<file path="src/inc/rtcctv_defines.svh">
// Offsets, field positions, reset values and timing counts of the RTC control and time block.
`ifndef RTCCTV_DEFINES_SVH
`define RTCCTV_DEFINES_SVH

// ==========================================================================
// Register map
`define RTCCTV_ADDR_W 8
`define RTCCTV_OFF_CTRL 8'h00
`define RTCCTV_OFF_TIME 8'h20

// ==========================================================================
// Control register fields
`define RTCCTV_CTRL_ON 15
`define RTCCTV_CTRL_WREN 3
`define RTCCTV_CTRL_RIPPLE 2
`define RTCCTV_CTRL_HALF 1
`define RTCCTV_CTRL_OE 0

// ==========================================================================
// Time value register fields
`define RTCCTV_HR_T_HI 29
`define RTCCTV_HR_T_LO 28
`define RTCCTV_HR_U_HI 27
`define RTCCTV_HR_U_LO 24
`define RTCCTV_MIN_T_HI 22
`define RTCCTV_MIN_T_LO 20
`define RTCCTV_MIN_U_HI 19
`define RTCCTV_MIN_U_LO 16
`define RTCCTV_SEC_T_HI 14
`define RTCCTV_SEC_T_LO 12
`define RTCCTV_SEC_U_HI 11
`define RTCCTV_SEC_U_LO 8

// ==========================================================================
// Reset values and timing
`define RTCCTV_CTRL_RESET 3'h0
`define RTCCTV_TIME_RESET 20'h00000
`define RTCCTV_CLK_PERIOD_NS 5
`define RTCCTV_HALF_SEC_MS 500
`define RTCCTV_HALF_SEC_CYCLES ((`RTCCTV_HALF_SEC_MS * 1000000) / `RTCCTV_CLK_PERIOD_NS)
`define RTCCTV_RIPPLE_CYCLES 32

`endif

</file>
<file path="src/inc/rtcctv_pkg.sv">
// Types shared by the RTC control and time block.
package rtcctv_pkg;

   typedef struct packed {
      logic on;
      logic wren;
      logic oe;
   } rtcctv_ctrl_t;

   typedef struct packed {
      logic [1:0] hrTens;
      logic [3:0] hrUnits;
      logic [2:0] minTens;
      logic [3:0] minUnits;
      logic [2:0] secTens;
      logic [3:0] secUnits;
   } rtcctv_time_t;

   typedef struct packed {
      logic write;
      logic [7:0] addr;
   } rtcctv_dph_t;

endpackage : rtcctv_pkg

</file>
<file path="src/hw/rtcctv_top.sv">
// RTC control register and time-of-day value register behind an AHB-Lite slave.
//
// Our own choices: the AHB-Lite register port and the register addresses.
`timescale 1ns/1ps
`include "rtcctv_defines.svh"

// Overview of operation
// - Time value writes land only while the value write enable bit is one.
// - The module on bit changes only while value write enable is one.
// - Value write enable sets only while the system unlock input is high.
// - Ripple status is one in the window before a seconds rollover.
// - Half second status is zero in first half, one in second half.
// - Half second status is read only and cleared by a seconds write.
// - Clock output enable bit drives the clock output pin enable.
// - Control register is cleared only by power-on reset.
// - Seconds sit in bits 15:8, tens 14:12, units 11:8, bit 15 zero.
// - All digits are BCD with tens limits two, five, five.
module rtcctv_top
   import rtcctv_pkg::*;
#(
   parameter int unsigned HALF_SEC_CYCLES = `RTCCTV_HALF_SEC_CYCLES,
   parameter int unsigned RIPPLE_CYCLES = `RTCCTV_RIPPLE_CYCLES
) (
   // Clock and power-on reset
   input wire logic clk,
   input wire logic nrst,
   // Other system reset, which leaves the control register alone
   input wire logic sysRstN,
   // System write-unlock state
   input wire logic sysUnlock,
   // AHB-Lite slave
   input wire logic hsel,
   input wire logic [31:0] haddr,
   input wire logic [1:0] htrans,
   input wire logic hwrite,
   input wire logic [2:0] hsize,
   input wire logic [31:0] hwdata,
   input wire logic hready,
   output logic hreadyout,
   output logic hresp,
   output logic [31:0] hrdata,
   // Clock output pin
   output logic rtcClkOut,
   output logic rtcClkOutEn
);

   // ==========================================================================
   // Parameter checks
   localparam int CW = (HALF_SEC_CYCLES > 2) ? $clog2(HALF_SEC_CYCLES) : 2;
   localparam logic [CW-1:0] CNT_END = CW'(HALF_SEC_CYCLES - 1);
   localparam logic [CW-1:0] RIPPLE_START = CW'(HALF_SEC_CYCLES - RIPPLE_CYCLES);

   // Field widths as the register map places them; the packed time type must match them.
   localparam int HR_T_W = `RTCCTV_HR_T_HI - `RTCCTV_HR_T_LO + 1;
   localparam int HR_U_W = `RTCCTV_HR_U_HI - `RTCCTV_HR_U_LO + 1;
   localparam int MIN_T_W = `RTCCTV_MIN_T_HI - `RTCCTV_MIN_T_LO + 1;
   localparam int MIN_U_W = `RTCCTV_MIN_U_HI - `RTCCTV_MIN_U_LO + 1;
   localparam int SEC_T_W = `RTCCTV_SEC_T_HI - `RTCCTV_SEC_T_LO + 1;
   localparam int SEC_U_W = `RTCCTV_SEC_U_HI - `RTCCTV_SEC_U_LO + 1;

   generate
      if (HALF_SEC_CYCLES < 2 || RIPPLE_CYCLES < 1 || RIPPLE_CYCLES >= HALF_SEC_CYCLES) begin : gBadParam
         $error("rtcctv_top: ripple window must be shorter than a half second");
      end
      // A field map that disagrees with the time type would drop or pad digits on reads and writes.
      if (HR_T_W != 2 || HR_U_W != 4 || MIN_T_W != 3 || MIN_U_W != 4) begin : gBadHourMinMap
         $error("rtcctv_top: hour and minute fields do not match the time type");
      end
      if (SEC_T_W != 3 || SEC_U_W != 4 || $bits(rtcctv_time_t) != 20) begin : gBadSecMap
         $error("rtcctv_top: second fields do not match the time type");
      end
      // Both registers must be distinct aligned words inside the decoded address byte.
      if (`RTCCTV_OFF_CTRL == `RTCCTV_OFF_TIME || (`RTCCTV_OFF_CTRL % 4) != 0 ||
          (`RTCCTV_OFF_TIME % 4) != 0) begin : gBadOffsets
         $error("rtcctv_top: register offsets must be distinct aligned words");
      end
      // The status bits must not share a position with the write enable or output enable bit, or with each other.
      if (`RTCCTV_CTRL_RIPPLE == `RTCCTV_CTRL_WREN || `RTCCTV_CTRL_RIPPLE == `RTCCTV_CTRL_OE ||
          `RTCCTV_CTRL_HALF == `RTCCTV_CTRL_WREN || `RTCCTV_CTRL_HALF == `RTCCTV_CTRL_OE ||
          `RTCCTV_CTRL_RIPPLE == `RTCCTV_CTRL_HALF) begin : gBadCtrlMap
         $error("rtcctv_top: control status bits overlap writable bits");
      end
   endgenerate

   // ==========================================================================
   // State
   rtcctv_ctrl_t ctrl;
   rtcctv_ctrl_t next_ctrl;
   rtcctv_time_t tod;
   rtcctv_time_t next_tod;
   rtcctv_time_t todInc;
   rtcctv_time_t todWr;
   rtcctv_dph_t dph;
   rtcctv_dph_t next_dph;
   logic [CW-1:0] cnt;
   logic [CW-1:0] next_cnt;
   logic half_second_status;
   logic next_half_second_status;
   logic next_ripple;

   // ==========================================================================
   // Bus decode
   // Only the low address byte is decoded, and hsize is ignored: every register is one whole word.
   // A write lands in its data phase, one cycle after the address phase that carried it.
   wire addrPhase = hsel & htrans[1] & hready;
   wire hitCtrl = (dph.addr == `RTCCTV_OFF_CTRL);
   wire hitTime = (dph.addr == `RTCCTV_OFF_TIME);
   wire wrCtrl = dph.write & hitCtrl;
   wire wrTime = dph.write & hitTime & ctrl.wren;
   wire secWrite = wrTime;
   wire [7:0] rdAddr = haddr[7:0];

   assign next_dph.write = addrPhase & hwrite;
   assign next_dph.addr = addrPhase ? haddr[7:0] : 8'h00;

   // ==========================================================================
   // Control register next value
   // Clearing value write enable always works; setting it needs the unlock or an already open lock.
   always_comb begin
      next_ctrl = ctrl;
      if (wrCtrl) begin
         next_ctrl.oe = hwdata[`RTCCTV_CTRL_OE];
         next_ctrl.wren = hwdata[`RTCCTV_CTRL_WREN] & (sysUnlock | ctrl.wren);
         if (ctrl.wren) begin
            next_ctrl.on = hwdata[`RTCCTV_CTRL_ON];
         end
      end
   end

   // ==========================================================================
   // Half-second timebase
   // The counter stands still while the module is off, so the time of day holds as well.
   // A time write restarts the second, which keeps the half-second status in step with it.
   wire ticking = ctrl.on;
   wire cntEnd = (cnt == CNT_END);
   wire secTick = ticking & cntEnd & half_second_status;

   always_comb begin
      next_cnt = cnt;
      next_half_second_status = half_second_status;
      if (secWrite) begin
         next_cnt = '0;
         next_half_second_status = 1'b0;
      end else if (ticking) begin
         if (cntEnd) begin
            next_cnt = '0;
            next_half_second_status = ~half_second_status;
         end else begin
            next_cnt = cnt + CW'(1);
         end
      end
   end

   // The ripple window covers the last cycles before the time registers roll, so a reader
   // that sees it knows a carry may land between two reads of the time register.
   wire inSecondHalf = next_half_second_status;
   wire inRippleTail = (next_cnt >= RIPPLE_START);
   assign next_ripple = ticking & ~secWrite & inSecondHalf & inRippleTail;

   // ==========================================================================
   // BCD increment of the time of day
   // Hours wrap from twenty-three to zero; every other digit carries at its own limit.
   wire secUCarry = (tod.secUnits == 4'h9);
   wire secTCarry = secUCarry & (tod.secTens == 3'h5);
   wire minUCarry = secTCarry & (tod.minUnits == 4'h9);
   wire minTCarry = minUCarry & (tod.minTens == 3'h5);
   wire dayWrap = minTCarry & (tod.hrTens == 2'h2) & (tod.hrUnits == 4'h3);
   wire hrUCarry = minTCarry & (tod.hrUnits == 4'h9);

   always_comb begin
      todInc = tod;
      todInc.secUnits = secUCarry ? 4'h0 : tod.secUnits + 4'h1;
      if (secUCarry) begin
         todInc.secTens = secTCarry ? 3'h0 : tod.secTens + 3'h1;
      end
      if (secTCarry) begin
         todInc.minUnits = minUCarry ? 4'h0 : tod.minUnits + 4'h1;
      end
      if (minUCarry) begin
         todInc.minTens = minTCarry ? 3'h0 : tod.minTens + 3'h1;
      end
      if (dayWrap) begin
         todInc.hrTens = 2'h0;
         todInc.hrUnits = 4'h0;
      end else if (hrUCarry) begin
         todInc.hrTens = tod.hrTens + 2'h1;
         todInc.hrUnits = 4'h0;
      end else if (minTCarry) begin
         todInc.hrUnits = tod.hrUnits + 4'h1;
      end
   end

   // ==========================================================================
   // Time register next value
   always_comb begin
      todWr.hrTens = hwdata[`RTCCTV_HR_T_HI:`RTCCTV_HR_T_LO];
      todWr.hrUnits = hwdata[`RTCCTV_HR_U_HI:`RTCCTV_HR_U_LO];
      todWr.minTens = hwdata[`RTCCTV_MIN_T_HI:`RTCCTV_MIN_T_LO];
      todWr.minUnits = hwdata[`RTCCTV_MIN_U_HI:`RTCCTV_MIN_U_LO];
      todWr.secTens = hwdata[`RTCCTV_SEC_T_HI:`RTCCTV_SEC_T_LO];
      todWr.secUnits = hwdata[`RTCCTV_SEC_U_HI:`RTCCTV_SEC_U_LO];
   end

   // A software write wins over a rollover in the same cycle.
   assign next_tod = wrTime ? todWr : (secTick ? todInc : tod);

   // ==========================================================================
   // Read data, taken from next values so a read right after a write sees it
   logic [31:0] ctrlWord;
   logic [31:0] timeWord;
   logic [31:0] rdWord;

   always_comb begin
      ctrlWord = 32'h00000000;
      ctrlWord[`RTCCTV_CTRL_ON] = next_ctrl.on;
      ctrlWord[`RTCCTV_CTRL_WREN] = next_ctrl.wren;
      ctrlWord[`RTCCTV_CTRL_RIPPLE] = next_ripple;
      ctrlWord[`RTCCTV_CTRL_HALF] = next_half_second_status;
      ctrlWord[`RTCCTV_CTRL_OE] = next_ctrl.oe;
   end

   always_comb begin
      timeWord = 32'h00000000;
      timeWord[`RTCCTV_HR_T_HI:`RTCCTV_HR_T_LO] = next_tod.hrTens;
      timeWord[`RTCCTV_HR_U_HI:`RTCCTV_HR_U_LO] = next_tod.hrUnits;
      timeWord[`RTCCTV_MIN_T_HI:`RTCCTV_MIN_T_LO] = next_tod.minTens;
      timeWord[`RTCCTV_MIN_U_HI:`RTCCTV_MIN_U_LO] = next_tod.minUnits;
      timeWord[`RTCCTV_SEC_T_HI:`RTCCTV_SEC_T_LO] = next_tod.secTens;
      timeWord[`RTCCTV_SEC_U_HI:`RTCCTV_SEC_U_LO] = next_tod.secUnits;
   end

   always_comb begin
      if (rdAddr == `RTCCTV_OFF_CTRL) begin
         rdWord = ctrlWord;
      end else if (rdAddr == `RTCCTV_OFF_TIME) begin
         rdWord = timeWord;
      end else begin
         rdWord = 32'h00000000;
      end
   end

   wire rdTake = addrPhase & ~hwrite;

   // ==========================================================================
   // Power-on reset domain: control register
   always_ff @(posedge clk) begin
      if (!nrst) begin
         ctrl <= `RTCCTV_CTRL_RESET;
      end else begin
         ctrl <= next_ctrl;
      end
   end

   // ==========================================================================
   // Power-on reset domain: timekeeping
   // The timebase and the time of day run on through the other system reset.
   always_ff @(posedge clk) begin
      if (!nrst) begin
         tod <= `RTCCTV_TIME_RESET;
         cnt <= '0;
         half_second_status <= 1'b0;
      end else begin
         tod <= next_tod;
         cnt <= next_cnt;
         half_second_status <= next_half_second_status;
      end
   end

   // ==========================================================================
   // Clock output pin
   // The pin carries the half-second status, a square wave with a period of one second.
   always_ff @(posedge clk) begin
      if (!nrst) begin
         rtcClkOut <= 1'b0;
         rtcClkOutEn <= 1'b0;
      end else begin
         rtcClkOut <= next_half_second_status;
         rtcClkOutEn <= next_ctrl.oe;
      end
   end

   // ==========================================================================
   // Bus pipeline, also cleared by the other system reset
   // The slave answers with zero wait states and an OKAY response.
   always_ff @(posedge clk) begin
      if (!nrst || !sysRstN) begin
         dph <= '0;
         hrdata <= 32'h00000000;
         hreadyout <= 1'b0;
         hresp <= 1'b0;
      end else begin
         dph <= next_dph;
         hreadyout <= 1'b1;
         hresp <= 1'b0;
         if (rdTake) begin
            hrdata <= rdWord;
         end
      end
   end

endmodule : rtcctv_top

</file>
<file path="config.mk">
export PLATFORM = sky130hd
export DESIGN_NAME = rtcctv_top
export DESIGN_NICKNAME = d
export VERILOG_FILES = /design/src/inc/rtcctv_pkg.sv /design/src/hw/rtcctv_top.sv
export VERILOG_INCLUDE_DIRS = /design/src /design/src/inc
export SDC_FILE = /design/constraint.sdc
export NUM_CORES = 1
export LEC_CHECK = 0
export BUFFER_PORTS_ARGS = -buffer_cell sky130_fd_sc_hd__clkbuf_2
export CORE_ASPECT_RATIO = 0.9
export CORE_MARGIN = 2
export CORE_UTILIZATION = 40
export CTS_CLUSTER_DIAMETER = 50
export DETAILED_ROUTE_END_ITERATION = 12
export SYNTH_ARGS = -nofsm -noshare
export SYNTH_HDL_FRONTEND = slang
export SYNTH_SLANG_ARGS = --single-unit
</file>
<file path="constraint.sdc">
create_clock -name clk -period 3.35 [get_ports clk]
set_input_delay 0.5025 -clock clk [delete_from_list [all_inputs] [get_ports clk]]
set_output_delay 0.5025 -clock clk [all_outputs]
set_load 0.02 [all_outputs]
</file>
After elaboration in Yosys (flattened, before gate mapping). Cells that the tools add are included.

Register bits after elaboration: 93. Input port bits: 76. Output and inout port bits: 36. Logic and storage cells: 87.

Add/sub/neg operators: 7. Order comparisons: 1. Equality and inequality tests: 10. Mux-type cells: 24. Bitwise gates (word level): 24. Reductions and logical operators: 6.

Operator list (count): 2-to-1 mux 27 bit (3); 2-to-1 mux 30 bit (2); 2-to-1 mux 20 bit (2); adder 27 x 1 -> 27 bit, second input constant (1); == test 27 bit, second input constant (1); >= comparator 27 bit, second input constant (1); 2-to-1 mux 4 bit (5); bitwise AND 1 bit (19); == test 8 x 6 -> 1 bit, second input constant (2); zero test 8 bit (2); 2-to-1 mux 3 bit (5); adder 4 x 1 -> 4 bit, second input constant (3); == test 4 bit, second input constant (3); adder 3 x 1 -> 3 bit, second input constant (2); == test 3 bit, second input constant (2); 2-to-1 mux 6 bit (1); 2-to-1 mux 1 bit (5); == test 4 x 2 -> 1 bit, second input constant (1); inverter 1 bit (4); adder 2 x 1 -> 2 bit, second input constant (1); == test 2 bit, second input constant (1); zero test 1 bit (2); 2-to-1 mux 2 bit (1); OR reduction 2 bit (1); 2 further kinds (2).

Depth between registers and ports, before layout.
Depth in word-level cells: 11. Depth in mapped cells: 9.

Least setup slack after synthesis. OpenSTA, ideal clock, no wires.

Kind: flip-flop to flip-flop. From: reg cnt[0]. To: reg hrdata[20]. Library setup time: 0.070 ns. Arrival: 2.262 ns. Data required time: 3.280 ns. Path slack: 1.018 ns. Stages on the path, launching flop included: 9. Path buffers: 0. Clock period less this slack: 2.332 ns. Cells stage by stage: dfxtp_1 > ha_1 > nand4_1 > nor2_1 > nand4_2 > or4b_2 > nand3_1 > o211ai_1 > a21oi_1.

Cells in the longest elaborated chain, start to end: 7.

RTL lines: start, declared (RTL line rtcctv_top.sv:95) `logic [CW-1:0] cnt;`; start signal, assigned (RTL line rtcctv_top.sv:264) `cnt <= next_cnt;`; == test 27 bit (RTL line rtcctv_top.sv:135) `wire cntEnd = (cnt == CNT_END);`; bitwise AND 1 bit (2 in series) (RTL line rtcctv_top.sv:136) `wire secTick = ticking & cntEnd & half_second_status;`; 2-to-1 mux 20 bit (2 in series) (RTL line rtcctv_top.sv:205) `assign next_tod = wrTime ? todWr : (secTick ? todInc : tod);`; 2-to-1 mux 30 bit (RTL line rtcctv_top.sv:235) `` end else if (rdAddr == `RTCCTV_OFF_TIME) begin ``; 2-to-1 mux 30 bit (RTL line rtcctv_top.sv:233) `` if (rdAddr == `RTCCTV_OFF_CTRL) begin ``; end signal, assigned (RTL line rtcctv_top.sv:296) `hrdata <= rdWord;`; end, declared (RTL line rtcctv_top.sv:41) `output logic [31:0] hrdata,`.

Every way passes these cells. A chain may end at the register's enable or synchronous reset.

Worst setup path after layout.
From: reg cnt[8]. To: reg hrdata[20].

Same word-level chain as after synthesis.

==> reports/results.ini <==
[status]
status=finished, final reports clean

[sta]
fmax_mhz=359
rsz0062_at_grt=no
timing.final.ws_setup_ns=0.567
clock_skew_ns=0.00650
finalCriticalPeriod_ns=2.78
worstMarginPinSlew_ns=0.650
slew_headroom_pct=56.2
drv_slew=0
tns_ns=0
finalSetupViolations=0
timing.hold.ws_ns=0.394
min_period_over_period_pct=83.1
finalHoldViolCount=0

[grt]
grt_max_degree=35
grt_pass1_wl_um=17100
grt_pass1_vias=3502
antenna_found_initial=0
grt_usage_pct=18.2
overflow=0

[clocking]
clockBufferDepth=2
clockRootBuffer=clkbuf_16
cts_resized=0
postCtsHoldBufs=0
cts_setup_buffers=0
cts_sinks=86
cts_tree=done
htreeDepth=3
clk_pin_slew_ns=0.07
clk_latency_ns=0.34
cts_buffers=9

[placement]
dp_cells=700
hpwl_um=7520
gp_congestion=0.821
portBuffers=66
preCtsSetupSlack_ns=0.592

[drt]
wire_per_inst_um=14.5
wl_um=10400
drt_iter0_drc=249
viasPerCell=5.31
first_pass_iters=6
num_vias=3803
antenna_left=0
post-route-drc-count=0

[die]
rows=36
core_um2=10700
dieArea_um2=11700
initial_utilization_pct=40.6
io_pins=112
fp.dieH_um=103
die_w_um=114

[critical_path]
r2r_start=cnt[8]$_SDFF_PN0_
cpPeakStageDelay_ns=0.74
path_cells=or3_1 > nor3_1 > nand4_2 > or4b_2 > nand3_1 > o211ai_1 > a21oi_1
crit_arrival_ns=3.05
slowest_stage=or4b_2
crit_family=simple AND/OR/NAND/NOR gates
worstSetupEndpoint=hrdata[20]$_SDFFE_PN0P_
rr_endpoint=hrdata[20]$_SDFFE_PN0P_
r2r_cells=7
path_buf_inv=0
crit_path_end_kind=flip-flop
start_kind=flip-flop
crit_required_ns=3.62
path_max_fanout=19
worstSetupStartpoint=cnt[8]$_SDFF_PN0_
path_depth=7
rrSetupSlack_ns=0.57
critPathKind=reg2reg

[pwr]
irDropWorstVdd_mv=0.240
p_per_area_nw_per_um2=404
total_power_mw=2.03
p_leak_nw=1.96

[synth]
synthTopCellsByCount=dfxtp_1 (86), nor2_1 (60), nand2_1 (53)
ys_warn_count=0
yosys.area.top_type_share_pct=39.7
ys_ff_latch=86
syn_inst=512
yosysMostFrequentCell=dfxtp_1
dominantRegCellSynth=dfxtp_1
syn_avg_cell_area_um2=8.47
async_reset_ff_share_pct=0
syn_area_um2=4340
synth_edf_count=0
synth_cell_types=68
yosysTopAreaCell=dfxtp_1
yosys-top-cells-area=dfxtp_1 (40%), nor2_1 (5.2%), nand2_1 (4.6%), o21ai_0 (4.5%), xnor2_1 (3.0%)
ys_seq_area_share_pct=39.7

[layout]
final_nets=664
fin_cells=716
multiInputGateArea_um2=2400
fillers=1065
seqCellArea_um2=1720
syn2layout_area_growth_pct=15.8
antenna_cells=0
drive_above_1_share_pct=19.7

[worst_hold_path]
hp-class=in2reg

[job]
cap_violations=0

worst register-to-register path, stage by stage, from the launching register on:
cell and delay [ns]:
dfxtp_1 0.39, or3_1 0.41, nor3_1 0.36, nand4_2 0.44, or4b_2 0.75, nand3_1 0.12, o211ai_1 0.09, a21oi_1 0.15
power breakdown:
part           leakage, nW  internal, mW  total, mW  switching, mW
combinational         1.14        0.0238     0.0646         0.0408
clock                0.129         0.507      0.942          0.435
sequential           0.693          1.02       1.02       0.000606
total                 1.96          1.55       2.03          0.476
registers in the layout, summed over array words and instances, names as in the netlist:
signal / cells
cnt: 27
ctrl: 1
dph: 9
hrdata: 25
hreadyout: 1
rtcClkOut: 1
rtcClkOutEn: 1
ticking: 1
tod: 20
cells in the final DEF (no fill, tap or decap), drive strengths merged, types with 3 or more instances in the layout:
cell	count
mux2i	6
nor4b	3
nand3	19
or4	5
nand2	54
or3	3
o21ai	39
xor2	15
nand3b	3
mux2	3
and4	4
nor4	9
clkinv	3
conb	8
a211oi	3
a21oi	15
a22oi	4
o22ai	3
dfxtp	86
a32oi	4
a31oi	5
a22o	3
and3	8
and2	19
nor2	60
nor3	11
clkbuf	76
nand4	17
nor2b	13
inv	15
buf	10
xnor2	15
ha	10
kinds of logic after synthesis:
kind of cell	Yosys count	synth area share, %
AND/OR/NAND/NOR	241	30.1
buffers and inverters	42	5.57
XOR/XNOR	30	6.06
AO/OA/AOI/OAI	93	13.5
other	1	0.0864
multiplexers	9	2.16
adder cells (fa/ha/maj)	10	2.88
flip-flops	86	39.7
worst min-delay path by stage:
stage,from,endpoint,depth (start not counted)
6_report,haddr[4],dph[4]$_SDFF_PP0_,2
5_1_grt,haddr[7],dph[7]$_SDFF_PP0_,2
2_1_floorplan,cnt[16]$_SDFF_PN0_,cnt[16]$_SDFF_PN0_,2
3_3_place_gp,hrdata[24]$_SDFFE_PN0P_,hrdata[24]$_SDFFE_PN0P_,2
3_5_place_dp,hrdata[21]$_SDFFE_PN0P_,hrdata[21]$_SDFFE_PN0P_,2
4_1_cts,haddr[4],dph[4]$_SDFF_PP0_,2
metal layers:
layer	GRT usage [%]	vias up	wire length, um
li1	-	1930	-
met1	25.5	1771	5320
met2	29.2	96	4500
met3	3.88	6	496
met4	3.85	0	93
met5	0	-	0
per-stage QoR:
step	util [%]	area (um^2)
6_report	47.0	5020
4_1_cts	47.0	5020
3_5_place_dp	44.5	4750
3_3_place_gp	44.5	4750
5_1_grt	47.0	5020
2_1_floorplan	-	4360
area by class of cell:
class / count / area share (%)
timing repair buffer: 76 / 8.07
tap: 133 / 3.31
inverter: 14 / 1.05
multi-input combinational: 391 / 47.8
clock buffer: 10 / 4.56
sequential: 86 / 34.3
clock inverter: 6 / 0.922
Note: power is estimated with default switching activity, not from simulation.
